**config.mk**
```make
export PLATFORM = sky130hd
export DESIGN_NAME = svm_ctrl
export DESIGN_NICKNAME = d
export VERILOG_FILES = /design/src/include/svm_pkg.sv /design/src/hdl/svm_interval_timer.sv /design/src/hdl/svm_blink_timer.sv /design/src/hdl/svm_ctrl.sv
export SDC_FILE = /design/constraint.sdc
export NUM_CORES = 1
export LEC_CHECK = 0
export BUFFER_PORTS_ARGS = -buffer_cell sky130_fd_sc_hd__buf_2
export CORE_MARGIN = 5
export CORE_UTILIZATION = 45
export CTS_BUF_LIST = sky130_fd_sc_hd__clkbuf_4 sky130_fd_sc_hd__clkbuf_8
export DETAILED_ROUTE_END_ITERATION = 10
export PLACE_DENSITY = 0.63
export SLEW_MARGIN = 20
export SYNTH_ARGS = -nofsm -noshare
export SYNTH_HDL_FRONTEND = slang
export SYNTH_SLANG_ARGS = --single-unit
```
**constraint.sdc**
```tcl
create_clock -name clk_i -period 7.1 [get_ports clk_i]
set_input_delay 0.71 -clock clk_i [delete_from_list [all_inputs] [get_ports clk_i]]
set_output_delay 0.71 -clock clk_i [all_outputs]
set_load 0.05 [all_outputs]
```
**src/include/svm_pkg.sv**
```systemverilog
// Shared constants, register map and carrier types of the supply voltage monitor.
package svm_pkg;
    localparam int unsigned CLK_PERIOD_NS = 50;
    localparam int unsigned DATA_W = 8;
    localparam int unsigned ADDR_W = 4;
    localparam int unsigned RES_W = 8;
    localparam int unsigned CHAN_W = 5;
    localparam int unsigned STAT_W = 2;

    // Reference settling least time, rounded up to whole cycles.
    localparam int unsigned REF_STAB_NS = 5000;
    localparam int unsigned REF_STAB_CYCLES = (REF_STAB_NS + CLK_PERIOD_NS - 1) / CLK_PERIOD_NS;
    localparam int unsigned REF_CNT_W = $clog2(REF_STAB_CYCLES + 1);

    // Trigger interval, rounded down to whole cycles.
    localparam int unsigned TRIG_PERIOD_NS = 100000;
    localparam int unsigned TRIG_CYCLES = TRIG_PERIOD_NS / CLK_PERIOD_NS;

    // Blink period; the output toggles every half period.
    localparam int unsigned BLINK_PERIOD_MS = 500;
    localparam int unsigned BLINK_HALF_CYCLES = BLINK_PERIOD_MS * 1000 / 2 * 1000 / CLK_PERIOD_NS;

    // Conversion length in cycles from trigger to result.
    localparam int unsigned CONV_CYCLES = 22;

    localparam logic [RES_W-1:0] LV_THRESHOLD = 8'h5f;
    localparam logic [CHAN_W-1:0] CH_ANALOG_INPUT_ZERO = 5'h00;

    localparam logic [ADDR_W-1:0] OFF_CTRL = 4'h0;
    localparam logic [ADDR_W-1:0] OFF_CHAN = 4'h1;
    localparam logic [ADDR_W-1:0] OFF_STATUS = 4'h2;
    localparam logic [ADDR_W-1:0] OFF_MASK = 4'h3;
    localparam logic [ADDR_W-1:0] OFF_RESULT = 4'h4;
    localparam logic [ADDR_W-1:0] OFF_STATE = 4'h5;

    localparam int unsigned CTRL_RUN_BIT = 0;
    localparam int unsigned CTRL_CMP_BIT = 1;
    localparam int unsigned CTRL_REFL_BIT = 2;
    localparam int unsigned CTRL_REFH_BIT = 3;
    localparam int unsigned CTRL_BLINK_STOP_BIT = 4;

    localparam int unsigned ST_LOW_VOLT_BIT = 0;
    localparam int unsigned ST_TRIG_LOST_BIT = 1;

    localparam logic [STAT_W-1:0] STATUS_RESET = 2'h0;
    localparam logic [STAT_W-1:0] MASK_RESET = 2'h0;
    localparam logic [CHAN_W-1:0] CHAN_RESET = 5'h00;

    typedef struct packed {
        logic pos_ref_select_high;
        logic pos_ref_select_low;
        logic comparator_enable;
        logic conversion_run;
    } svm_ctrl_s;

    localparam svm_ctrl_s CTRL_RESET = '{1'b0, 1'b0, 1'b0, 1'b0};

    typedef struct packed {
        logic [ADDR_W-1:0] addr;
        logic [DATA_W-1:0] wdata;
        logic wr;
        logic rd;
    } svm_req_s;
endpackage

```
**src/hdl/svm_interval_timer.sv**
```systemverilog
// Interval timer that issues a one-cycle trigger pulse every period while running.
`timescale 1ns/10ps
`default_nettype none
module svm_interval_timer #(
    parameter int unsigned PERIOD = svm_pkg::TRIG_CYCLES
) (
    input wire logic clk_i,
    input wire logic sys_rst_i,
    input wire logic ce_i,
    input wire logic run_i,
    output logic tick_o
);
    import svm_pkg::*;

    localparam int unsigned CNT_W = $clog2(PERIOD);
    localparam logic [CNT_W-1:0] LAST = CNT_W'(PERIOD - 1);

    logic [CNT_W-1:0] cnt;
    logic [CNT_W-1:0] next_cnt;
    logic next_tick;

    // Stopping restarts the count so the first trigger comes a full period after start.
    always_comb begin
        next_cnt = '0;
        next_tick = 1'b0;
        if (run_i) begin
            if (cnt == LAST) begin
                next_tick = 1'b1;
            end else begin
                next_cnt = cnt + 1'b1;
            end
        end
    end

    always_ff @(posedge clk_i or posedge sys_rst_i) begin
        if (sys_rst_i) begin
            cnt <= '0;
            tick_o <= 1'b0;
        end else if (ce_i) begin
            cnt <= next_cnt;
            tick_o <= next_tick;
        end
    end
endmodule
`default_nettype wire

```
**src/hdl/svm_blink_timer.sv**
```systemverilog
// Square-wave timer output that toggles every half period while enabled.
`timescale 1ns/10ps
`default_nettype none
module svm_blink_timer #(
    parameter int unsigned HALF = svm_pkg::BLINK_HALF_CYCLES
) (
    input wire logic clk_i,
    input wire logic sys_rst_i,
    input wire logic ce_i,
    input wire logic run_i,
    output logic out_o
);
    import svm_pkg::*;

    localparam int unsigned CNT_W = $clog2(HALF);
    localparam logic [CNT_W-1:0] LAST = CNT_W'(HALF - 1);

    logic [CNT_W-1:0] cnt;
    logic [CNT_W-1:0] next_cnt;
    logic next_out;

    // When disabled the output returns low at once, so the lamp never stays lit.
    always_comb begin
        next_cnt = '0;
        next_out = 1'b0;
        if (run_i) begin
            next_out = out_o;
            if (cnt == LAST) begin
                next_out = ~out_o;
            end else begin
                next_cnt = cnt + 1'b1;
            end
        end
    end

    always_ff @(posedge clk_i or posedge sys_rst_i) begin
        if (sys_rst_i) begin
            cnt <= '0;
            out_o <= 1'b0;
        end else if (ce_i) begin
            cnt <= next_cnt;
            out_o <= next_out;
        end
    end
endmodule
`default_nettype wire

```
**src/hdl/svm_ctrl.sv**
```systemverilog
// Supply voltage monitor converter control with register port, interrupt and LED timer.
//
// How it works
// - Triggered conversions start with no extra wait.
// - Each conversion yields an eight-bit result.
// - Interval timer pulse every 100 us triggers.
// - Result at or below 0x5F raises interrupt.
// - Low voltage starts LED blinking, half-second period.
// - One conversion per trigger, then wait again.
// - Only channel 0 (analog input zero) is converted; any other channel setting blocks conversions.
`timescale 1ns/10ps
`default_nettype none
module svm_ctrl #(
    parameter int unsigned TRIG_PERIOD = svm_pkg::TRIG_CYCLES,
    parameter int unsigned BLINK_HALF = svm_pkg::BLINK_HALF_CYCLES,
    parameter int unsigned CONV_LEN = svm_pkg::CONV_CYCLES
) (
    input wire logic clk_i,
    input wire logic sys_rst_i,
    input wire logic ce_i,
    input wire logic [svm_pkg::ADDR_W-1:0] reg_addr_i,
    input wire logic [svm_pkg::DATA_W-1:0] reg_wdata_i,
    input wire logic reg_wr_i,
    input wire logic reg_rd_i,
    input wire logic [svm_pkg::RES_W-1:0] ain_code_i,
    output logic [svm_pkg::DATA_W-1:0] reg_rdata_o,
    output logic irq_o,
    output logic conv_start_o,
    output logic led_timer_output_o
);
    import svm_pkg::*;

    localparam int unsigned CONV_W = $clog2(CONV_LEN);
    localparam logic [CONV_W-1:0] CONV_LAST = CONV_W'(CONV_LEN - 1);

    typedef enum logic [0:0] {
        CS_IDLE,
        CS_BUSY
    } svm_conv_e;

    function automatic logic reg_hit(input logic [ADDR_W-1:0] addr,
                                     input logic [ADDR_W-1:0] off);
        reg_hit = (addr == off);
    endfunction

    function automatic logic ref_internal(input svm_ctrl_s c);
        ref_internal = c.pos_ref_select_high & ~c.pos_ref_select_low;
    endfunction

    svm_req_s req;
    svm_ctrl_s ctrl;
    svm_ctrl_s next_ctrl;
    logic [CHAN_W-1:0] chan;
    logic [CHAN_W-1:0] next_chan;
    logic [STAT_W-1:0] status;
    logic [STAT_W-1:0] next_status;
    logic [STAT_W-1:0] mask;
    logic [STAT_W-1:0] next_mask;
    logic [REF_CNT_W-1:0] ref_cnt;
    logic [REF_CNT_W-1:0] next_ref_cnt;
    logic [RES_W-1:0] result;
    logic [RES_W-1:0] next_result;
    logic [CONV_W-1:0] conv_cnt;
    logic [CONV_W-1:0] next_conv_cnt;
    svm_conv_e conv_state;
    svm_conv_e next_conv_state;
    logic blink_on;
    logic next_blink_on;
    logic next_irq;
    logic next_conv_start;
    logic [DATA_W-1:0] next_rdata;
    logic [RES_W-1:0] ain_meta;
    logic [RES_W-1:0] ain_sync;
    logic trig_tick;
    logic ref_stable;
    logic wr_ctrl;
    logic ref_write;
    logic accept;
    logic conv_end;
    logic low_event;
    logic lost_event;
    logic [STAT_W-1:0] set_bits;
    logic [STAT_W-1:0] clr_bits;

    assign req = '{reg_addr_i, reg_wdata_i, reg_wr_i, reg_rd_i};
    assign wr_ctrl = req.wr && reg_hit(req.addr, OFF_CTRL);
    assign ref_stable = (ref_cnt == REF_CNT_W'(REF_STAB_CYCLES));

    // The front end holds its code steady around the sampling point, so a plain
    // two-stage synchroniser per bit is adequate here.
    always_ff @(posedge clk_i or posedge sys_rst_i) begin
        if (sys_rst_i) begin
            ain_meta <= '0;
            ain_sync <= '0;
        end else if (ce_i) begin
            ain_meta <= ain_code_i;
            ain_sync <= ain_meta;
        end
    end

    svm_interval_timer #(
        .PERIOD(TRIG_PERIOD)
    ) u_trig (
        .clk_i(clk_i),
        .sys_rst_i(sys_rst_i),
        .ce_i(ce_i),
        .run_i(ctrl.conversion_run),
        .tick_o(trig_tick)
    );

    // Control register and reference settling counter.
    always_comb begin
        next_ctrl = ctrl;
        next_chan = chan;
        next_ref_cnt = ref_cnt;
        ref_write = 1'b0;
        if (wr_ctrl) begin
            next_ctrl.conversion_run = req.wdata[CTRL_RUN_BIT];
            // A reference change under a running converter would corrupt results.
            if (!ctrl.conversion_run && !ctrl.comparator_enable) begin
                next_ctrl.pos_ref_select_high = req.wdata[CTRL_REFH_BIT];
                next_ctrl.pos_ref_select_low = req.wdata[CTRL_REFL_BIT];
                ref_write = (req.wdata[CTRL_REFH_BIT] != ctrl.pos_ref_select_high) ||
                            (req.wdata[CTRL_REFL_BIT] != ctrl.pos_ref_select_low);
            end
            next_ctrl.comparator_enable = req.wdata[CTRL_CMP_BIT] &&
                (ctrl.comparator_enable || (ref_stable && ref_internal(ctrl)));
        end
        if (req.wr && reg_hit(req.addr, OFF_CHAN)) begin
            next_chan = req.wdata[CHAN_W-1:0];
        end
        if (ref_write || !ref_internal(ctrl)) begin
            next_ref_cnt = '0;
        end else if (!ref_stable) begin
            next_ref_cnt = ref_cnt + 1'b1;
        end
    end

    always_ff @(posedge clk_i or posedge sys_rst_i) begin
        if (sys_rst_i) begin
            ctrl <= CTRL_RESET;
            chan <= CHAN_RESET;
            ref_cnt <= '0;
        end else if (ce_i) begin
            ctrl <= next_ctrl;
            chan <= next_chan;
            ref_cnt <= next_ref_cnt;
        end
    end

    // Conversion sequencer: one conversion per accepted trigger.
    always_comb begin
        next_conv_state = conv_state;
        next_conv_cnt = conv_cnt;
        next_result = result;
        accept = 1'b0;
        conv_end = 1'b0;
        lost_event = 1'b0;
        unique case (conv_state)
            CS_IDLE: begin
                // The reference already settled before enable, so no per-trigger wait.
                if (trig_tick && ctrl.conversion_run && ctrl.comparator_enable &&
                    chan == CH_ANALOG_INPUT_ZERO) begin
                    accept = 1'b1;
                    next_conv_cnt = '0;
                    next_conv_state = CS_BUSY;
                end
            end
            CS_BUSY: begin
                lost_event = trig_tick;
                if (conv_cnt == CONV_LAST) begin
                    conv_end = 1'b1;
                    next_result = ain_sync;
                    next_conv_state = CS_IDLE;
                end else begin
                    next_conv_cnt = conv_cnt + 1'b1;
                end
                if (!ctrl.comparator_enable) begin
                    next_conv_state = CS_IDLE;
                end
            end
        endcase
        low_event = conv_end && (ain_sync <= LV_THRESHOLD);
        next_conv_start = accept;
    end

    always_ff @(posedge clk_i or posedge sys_rst_i) begin
        if (sys_rst_i) begin
            conv_state <= CS_IDLE;
            conv_cnt <= '0;
            result <= '0;
            conv_start_o <= 1'b0;
        end else if (ce_i) begin
            conv_state <= next_conv_state;
            conv_cnt <= next_conv_cnt;
            result <= next_result;
            conv_start_o <= next_conv_start;
        end
    end

    // Status, mask, interrupt and LED enable. A new event wins over a clear.
    always_comb begin
        set_bits = '0;
        set_bits[ST_LOW_VOLT_BIT] = low_event;
        set_bits[ST_TRIG_LOST_BIT] = lost_event;
        clr_bits = '0;
        if (req.wr && reg_hit(req.addr, OFF_STATUS)) begin
            clr_bits = req.wdata[STAT_W-1:0];
        end
        next_status = (status & ~clr_bits) | set_bits;
        next_mask = mask;
        if (req.wr && reg_hit(req.addr, OFF_MASK)) begin
            next_mask = req.wdata[STAT_W-1:0];
        end
        next_irq = |(next_status & next_mask);
        next_blink_on = blink_on;
        if (wr_ctrl && req.wdata[CTRL_BLINK_STOP_BIT]) begin
            next_blink_on = 1'b0;
        end
        if (low_event) begin
            next_blink_on = 1'b1;
        end
    end

    always_ff @(posedge clk_i or posedge sys_rst_i) begin
        if (sys_rst_i) begin
            status <= STATUS_RESET;
            mask <= MASK_RESET;
            irq_o <= 1'b0;
            blink_on <= 1'b0;
        end else if (ce_i) begin
            status <= next_status;
            mask <= next_mask;
            irq_o <= next_irq;
            blink_on <= next_blink_on;
        end
    end

    svm_blink_timer #(
        .HALF(BLINK_HALF)
    ) u_blink (
        .clk_i(clk_i),
        .sys_rst_i(sys_rst_i),
        .ce_i(ce_i),
        .run_i(blink_on),
        .out_o(led_timer_output_o)
    );

    // Read port: data stand only in the cycle after the strobe.
    always_comb begin
        next_rdata = '0;
        if (req.rd) begin
            unique case (1'b1)
                reg_hit(req.addr, OFF_CTRL): begin
                    next_rdata = DATA_W'(ctrl);
                end
                reg_hit(req.addr, OFF_CHAN): begin
                    next_rdata = DATA_W'(chan);
                end
                reg_hit(req.addr, OFF_STATUS): begin
                    next_rdata = DATA_W'(status);
                end
                reg_hit(req.addr, OFF_MASK): begin
                    next_rdata = DATA_W'(mask);
                end
                reg_hit(req.addr, OFF_RESULT): begin
                    next_rdata = DATA_W'(result);
                end
                reg_hit(req.addr, OFF_STATE): begin
                    next_rdata = DATA_W'({conv_state == CS_BUSY, ref_stable, blink_on});
                end
                default: begin
                    next_rdata = '0;
                end
            endcase
        end
    end

    always_ff @(posedge clk_i or posedge sys_rst_i) begin
        if (sys_rst_i) begin
            reg_rdata_o <= '0;
        end else if (ce_i) begin
            reg_rdata_o <= next_rdata;
        end
    end
endmodule
`default_nettype wire

```
Word level (Yosys, flattened, before mapping)
Cells that the tools add are included.

Flip-flop bits (word level): 97. Output and inout port bits: 11. Logic and storage cells: 108.

$add $sub $neg: 4. Reduce and logical (&&, ||, !) cells: 30. Bitwise operators: 8. Equality and inequality tests: 15. Multiplexer cells: 29. $lt $le $gt $ge: 1.

Operators with widths (count): 8-bit one-hot mux with 6 select lines (1); 23-bit 2-to-1 mux (2); 23-bit by 1-bit adder with 23-bit output, second input constant (1); 23-bit equality test, second input constant (1); 11-bit 2-to-1 mux (2); 1-bit 2-to-1 mux (15); 7-bit 2-to-1 mux (2); 1-bit logical AND (12); 11-bit by 1-bit adder with 11-bit output, second input constant (1); 11-bit equality test, second input constant (1); 5-bit 2-to-1 mux (2); 5-bit one-hot mux with 2 select lines (1); 2-bit AND reduction (5); 3-bit AND reduction (3); 4-bit by 2-bit equality test with 1-bit output, second input constant (2); 4-bit by 3-bit equality test with 1-bit output, second input constant (2); 8-bit by 7-bit <= comparator with 1-bit output, second input constant (1); 8-bit 2-to-1 mux (1); 7-bit by 1-bit adder with 7-bit output, second input constant (1); 7-bit equality test, second input constant (1); 5-bit by 1-bit adder with 5-bit output, second input constant (1); 5-bit equality test, second input constant (1); 5-bit logical NOT (1); 2-bit bitwise AND (2); 15 further kinds (25).

Depth between registers and ports, before layout
Word-level depth: 8. Mapped depth: 7. Depth with buffers taken out: 6.

Hierarchy
From an unflattened synthesis, not the netlist that was laid out.

Cell total of the unflattened synthesis: 461. Area, all modules: 5021.1 um^2.

Modules (own cells, without submodules): svm_ctrl (times used 1, cells each 235, area each 2902.8 um^2); svm_blink_timer (times used 1, cells each 161, area each 1466.4 um^2); svm_interval_timer (times used 1, cells each 65, area each 651.9 um^2).

Worst setup path before layout
No wires, ideal clock.

Kind: input to register. Start: input port ce_i. End: register u_blink.cnt[21]. Library setup time: 87 ps. Setup slack: 4876 ps. Stages on the path: 6. Data required time: 7013 ps. Data arrival time: 2136 ps. Cells stage by stage: buf_2 nand4_1 or4_1 buf_1 or3_1 a22oi_1.

RTL lines: start, declared (RTL line svm_ctrl.sv:20) `input wire logic ce_i,`; end signal, assigned (RTL line svm_blink_timer.sv:41) `cnt <= next_cnt;`; end, declared (RTL line svm_blink_timer.sv:18) `logic [CNT_W-1:0] cnt;`.

Final worst setup path
Start: input port ce_i. End: register result[6].

Cells in the longest elaborated chain, start to end: 1.

RTL lines: 3-bit AND reduction (no source line); end signal, assigned (RTL line svm_ctrl.sv:196) `result <= next_result;`; end, declared (RTL line svm_ctrl.sv:61) `logic [RES_W-1:0] result;`.

No other way between the ends. A chain may end at the register's enable or synchronous reset.

==> flow_summary.html <==
<table>
<tr><th>Metric</th><th>Value</th></tr>
<tr><th colspan="2">Synth</th></tr>
<tr><td>Cells after Synth</td><td>roughly 460</td></tr>
<tr><td>Net count of the mapped netlist</td><td>492</td></tr>
<tr><td>Fraction of post-synthesis cell area in the top cell type by area</td><td>0.502</td></tr>
<tr><td>FF+latch count, synth</td><td>97</td></tr>
<tr><td>Synthesis warning total</td><td>0</td></tr>
<tr><td>Largest cells by area after synthesis</td><td>sky130_fd_sc_hd__dfrtp_1, sky130_fd_sc_hd__mux2_2, sky130_fd_sc_hd__nand2_1</td></tr>
<tr><td>Share of synthesized flip-flops with an asynchronous set or reset</td><td>1.00</td></tr>
<tr><td>Count of flip-flops with a built-in enable after synthesis</td><td>0</td></tr>
<tr><td>Post-synth design cell area</td><td>between 0.004 and 0.005 mm^2</td></tr>
<tr><td>Cell taking the most area after synthesis</td><td>sky130_fd_sc_hd__dfrtp_1</td></tr>
<tr><td>Mean instance size in the synthesized netlist</td><td>10.5 um^2</td></tr>
<tr><td>Sequential element share of the synthesized area</td><td>0.502</td></tr>
<tr><td>Top flip-flop cell by instance count after synthesis</td><td>sky130_fd_sc_hd__dfrtp_1</td></tr>
<tr><td>Unique cell type count in the Yosys netlist</td><td>between 60 and 70</td></tr>
<tr><th colspan="2">Detailed routing</th></tr>
<tr><td>Count of vias placed by the detailed router</td><td>3553</td></tr>
<tr><td>Residual DRC</td><td>0</td></tr>
<tr><td>First-pass iteration count of the detailed router</td><td>5</td></tr>
<tr><td>Post-route ant nets</td><td>0</td></tr>
<tr><td>Wirelength per Cell</td><td>16.1 um</td></tr>
<tr><td>DRC marker count from the first detailed-route iteration</td><td>between 150 and 200</td></tr>
<tr><td>Via density per instance</td><td>around 5.7</td></tr>
<tr><td>Final wirelength</td><td>10.1 mm</td></tr>
<tr><th colspan="2">Placed design</th></tr>
<tr><td>Area of placed instances</td><td>0.00509 mm^2</td></tr>
<tr><td>Gpl congestion</td><td>0.818</td></tr>
<tr><td>DPL Wire Length</td><td>6.98 mm</td></tr>
<tr><td>Port Buffer Count</td><td>32</td></tr>
<tr><th colspan="2">GRT</th></tr>
<tr><td>Global Route met1 Usage</td><td>0.232</td></tr>
<tr><td>Combined global-route utilization of all metal layers</td><td>0.165</td></tr>
<tr><td>Antenna violations before repair</td><td>0</td></tr>
<tr><td>Met2 Use GR</td><td>0.251</td></tr>
<tr><td>Vias in the first global route</td><td>~3600</td></tr>
<tr><td>Most Crowded Layer GR</td><td>met2</td></tr>
<tr><td>Global-route wire length before repair</td><td>between 15 and 20 mm</td></tr>
<tr><td>Met3 routing resource usage after global routing</td><td>0.0324</td></tr>
<tr><td>GRT Residual Overflow</td><td>0</td></tr>
<tr><td>Pin count of the biggest net entering global routing</td><td>between 60 and 70</td></tr>
<tr><th colspan="2">Worst setup path</th></tr>
<tr><td>Setup slack of the worst register-to-register path</td><td>4740 ps</td></tr>
<tr><td>Critical path cell sequence</td><td>buf_2 -&gt; buf_4 -&gt; and2_1 -&gt; nor2b_1 -&gt; mux2_2</td></tr>
<tr><td>Critical Path RT</td><td>7340 ps</td></tr>
<tr><td>Critical path's slowest cell</td><td>sky130_fd_sc_hd__nor2b_1</td></tr>
<tr><td>Critical path endpoint category</td><td>register</td></tr>
<tr><td>Classification of the worst setup path</td><td>in2reg</td></tr>
<tr><td>Delay of the slowest cell on the worst path</td><td>840 ps</td></tr>
<tr><td>Endpoint of the most critical register-to-register path</td><td>u_blink.cnt[17]$_DFFE_PP0P_</td></tr>
<tr><td>R2r startpoint</td><td>u_blink.cnt[17]$_DFFE_PP0P_</td></tr>
<tr><td>Number of cell instances on the worst register-to-register path</td><td>5</td></tr>
<tr><td>Max FO, Critical Path</td><td>38</td></tr>
<tr><td>Data arrival time of the worst path</td><td>3180 ps</td></tr>
<tr><td>Category of the worst setup path launch point</td><td>primary input</td></tr>
<tr><th colspan="2">STA</th></tr>
<tr><td>Minimum clock period</td><td>between 2000 and 3000 ps</td></tr>
<tr><td>Final hold violations</td><td>0</td></tr>
<tr><td>Slew @ Worst Pin</td><td>roughly 1000 ps</td></tr>
<tr><td>Worst clock skew</td><td>about 11 ps</td></tr>
<tr><td>Max-slew violation count</td><td>0</td></tr>
<tr><td>Final Setup Violations</td><td>0</td></tr>
<tr><td>Total negative setup slack</td><td>0 ps</td></tr>
<tr><td>Fraction of the cycle the final worst path needs</td><td>0.413</td></tr>
<tr><td>Tightest slew margin relative to the limit</td><td>0.306</td></tr>
<tr><td>Maximum clock frequency</td><td>~340 MHz</td></tr>
<tr><td>Unrepaired setup endpoints after global routing</td><td>no</td></tr>
<tr><th colspan="2">Die</th></tr>
<tr><td>Width of the chip</td><td>approximately 110 um</td></tr>
<tr><td>Initial Utilization</td><td>0.465</td></tr>
<tr><td>Placeable core area</td><td>around 0.010 mm^2</td></tr>
<tr><td>Number of placement rows</td><td>37</td></tr>
<tr><td>Chip height</td><td>114 um</td></tr>
<tr><td>I/O pin cnt</td><td>36</td></tr>
<tr><td>Area enclosed by the die boundary</td><td>approximately 0.013 mm^2</td></tr>
<tr><th colspan="2">Clocking</th></tr>
<tr><td>Number of hold buffers added after CTS</td><td>0</td></tr>
<tr><td>Root buffer cell</td><td>sky130_fd_sc_hd__clkbuf_8</td></tr>
<tr><td>Clock Pin Slew Worst Setup and Hold Paths</td><td>around 80 ps</td></tr>
<tr><td>H-tree level count</td><td>3</td></tr>
<tr><td>Max Buffers Root-to-Sink</td><td>2</td></tr>
<tr><td>Count of clock tree sinks</td><td>between 90 and 100</td></tr>
<tr><td>Gates resized, CTS repair</td><td>0</td></tr>
<tr><td>TritonCTS clock tree</td><td>yes</td></tr>
<tr><td>Number of clock buffers inserted by TritonCTS</td><td>9</td></tr>
<tr><td>Number of post-CTS setup repair buffers</td><td>0</td></tr>
<tr><td>Clock insertion delay at the later pin of the skew report</td><td>360 ps</td></tr>
<tr><th colspan="2">Power and ir drop</th></tr>
<tr><td>Combinational share of power</td><td>0.102</td></tr>
<tr><td>Part of the total power dissipated in sequential elements</td><td>0.591</td></tr>
<tr><td>Switching power share of the total</td><td>0.268</td></tr>
<tr><td>Clock Power Share</td><td>0.307</td></tr>
<tr><td>Power spent charging and discharging nets</td><td>276 uW</td></tr>
<tr><td>Leakage power</td><td>0.00224 uW</td></tr>
<tr><td>Power density relative to cell area</td><td>196 mW/mm^2</td></tr>
<tr><td>Pint</td><td>756 uW</td></tr>
<tr><td>Highest ir drop seen on vdd</td><td>112 uV</td></tr>
<tr><th colspan="2">Cells and area</th></tr>
<tr><td>Syn-to-layout area delta</td><td>8.71%</td></tr>
<tr><td>Share of post-route cells with drive strength above 1</td><td>0.202</td></tr>
<tr><td>Diodes inserted</td><td>0</td></tr>
<tr><td>Post-Layout Inst Area</td><td>0.00526 mm^2</td></tr>
<tr><td>Nets</td><td>516</td></tr>
<tr><th colspan="2">Hold path</th></tr>
<tr><td>Hold crit path type</td><td>in2async</td></tr>
<tr><th colspan="2">Job</th></tr>
<tr><td>Max Cap Viol</td><td>0</td></tr>
<tr><th colspan="2">Status</th></tr>
<tr><td>Result of the run</td><td>complete, no violations</td></tr>
</table>
[layer usage]
layer | vias to the layer above | part of all wire
met5 | - | 0
met4 | 0 | 0.018
met3 | 13 | 0.044
met2 | 65 | 0.44
met1 | 1738 | 0.50
li1 | 1737 | -
[cell families (layout without fill, tap and decap cells)]
family,after synthesis,after routing,synth area share
AO/OA/AOI/OAI,90,90,0.130
XOR/XNOR,17,17,0.0308
adder cells (fa/ha/maj),6,6,0.0155
buffers and inverters,43,71,0.0375
flip-flops,97,97,0.502
multiplexers,42,42,0.0985
AND/OR/NAND/NOR,166,166,0.186
[layout by cell type, fill, tap and decap left out, types with 9 or more instances in the layout]
cell / instances
sky130_fd_sc_hd__nand3_1: 19
sky130_fd_sc_hd__nand4_1: 11
sky130_fd_sc_hd__nand2_1: 38
sky130_fd_sc_hd__dfrtp_1: 97
sky130_fd_sc_hd__buf_2: 32
sky130_fd_sc_hd__inv_1: 19
sky130_fd_sc_hd__o21ai_0: 25
sky130_fd_sc_hd__xnor2_1: 11
sky130_fd_sc_hd__a21oi_1: 13
sky130_fd_sc_hd__clkbuf_8: 9
sky130_fd_sc_hd__mux2_2: 35
sky130_fd_sc_hd__nor2_1: 31
[registers in the layout, indices dropped and copies added, names as in the netlist]
signal,count
reg_rdata_o,8
ain_sync,8
irq_o,1
status,2
result,8
ref_cnt,7
mask,2
u_trig.tick_o,1
blink_on,1
conv_start_o,1
chan,5
conv_state,1
u_blink.out_o,1
ain_meta,8
u_blink.cnt,23
ctrl,4
u_trig.cnt,11
conv_cnt,5
[synthesized netlist by cell type (2+ instances only)]
cell,number
sky130_fd_sc_hd__nor4b_1,3
sky130_fd_sc_hd__o311ai_0,2
sky130_fd_sc_hd__xnor2_1,11
sky130_fd_sc_hd__a22oi_1,8
sky130_fd_sc_hd__nor3_1,7
sky130_fd_sc_hd__nand2_1,38
sky130_fd_sc_hd__nor4_1,8
sky130_fd_sc_hd__nand2b_1,5
sky130_fd_sc_hd__a22o_1,6
sky130_fd_sc_hd__or3_1,6
sky130_fd_sc_hd__buf_2,2
sky130_fd_sc_hd__o31ai_1,3
sky130_fd_sc_hd__clkbuf_1,15
sky130_fd_sc_hd__a21o_1,2
sky130_fd_sc_hd__nand4_1,11
sky130_fd_sc_hd__nand4b_1,3
sky130_fd_sc_hd__xor2_1,6
sky130_fd_sc_hd__buf_1,4
sky130_fd_sc_hd__o21ai_0,25
sky130_fd_sc_hd__a41oi_1,2
sky130_fd_sc_hd__nor2b_1,2
sky130_fd_sc_hd__nand3_1,19
sky130_fd_sc_hd__o2bb2ai_1,8
sky130_fd_sc_hd__ha_1,6
sky130_fd_sc_hd__a21oi_1,13
sky130_fd_sc_hd__a22oi_2,2
sky130_fd_sc_hd__inv_1,20
sky130_fd_sc_hd__and4_1,2
sky130_fd_sc_hd__a211o_1,2
sky130_fd_sc_hd__or4_1,6
sky130_fd_sc_hd__o22ai_1,2
sky130_fd_sc_hd__nand3b_1,6
sky130_fd_sc_hd__o211ai_1,5
sky130_fd_sc_hd__and3_1,6
sky130_fd_sc_hd__mux2i_1,6
sky130_fd_sc_hd__mux2_2,35
sky130_fd_sc_hd__or2_2,2
sky130_fd_sc_hd__dfrtp_1,97
sky130_fd_sc_hd__and2_1,3
sky130_fd_sc_hd__nor2_1,31
[metrics by stage]
| step | power, uW | cells | worst slack, ps | util | hold slack, ps |
|---|---|---|---|---|---|
| floorplan | 691 | 461 | 3860 | - | 459 |
| global placement | 724 | 610 | 3790 | 0.489 | 471 |
| detailed placement | 729 | 610 | 3780 | 0.489 | 472 |
| CTS | 1050 | 625 | 4180 | 0.505 | 359 |
| global route | 1090 | 625 | 4000 | 0.505 | 391 |
| finish | 1030 | 625 | 4170 | 0.505 | 354 |
[worst max-delay path, delay by kind of cell]
family                 cells  cell delay [ps]
buffers and inverters      2              900
and+or+nand+nor            2             1110
muxes                      1              420
[power by group through the flow]
stage               Sequential [uW]  Clock (uW)  Combinational [uW]
floorplan                       616           0                75.1
global placement                620           0                 104
detailed placement              621           0                 108
CTS                             610         327                 108
global route                    615         352                 120
finish                          610         317                 106
[area by class of cell]
cell class,instances,area [um^2]
tap,136,170
clock buffer,10,131
inverter,20,77.6
sequential,97,2430
fill,962,5160
multi-input combinational,321,2230
clock inverter,5,33.8
timing repair buffer,36,190
[worst max path at each step]
stage               cells past startpoint  slack, ps                       to      start
floorplan                               1       3860  ain_meta[0]$_DFFE_PP0P_  sys_rst_i
global placement                        5       3790    result[7]$_DFFE_PP0P_       ce_i
detailed placement                      5       3780    result[5]$_DFFE_PP0P_       ce_i
CTS                                     5       4180    result[6]$_DFFE_PP0P_       ce_i
global route                            6       4000        irq_o$_DFFE_PP0P_       ce_i
finish                                  5       4170    result[6]$_DFFE_PP0P_       ce_i
Power figures use the tool's default switching activity.
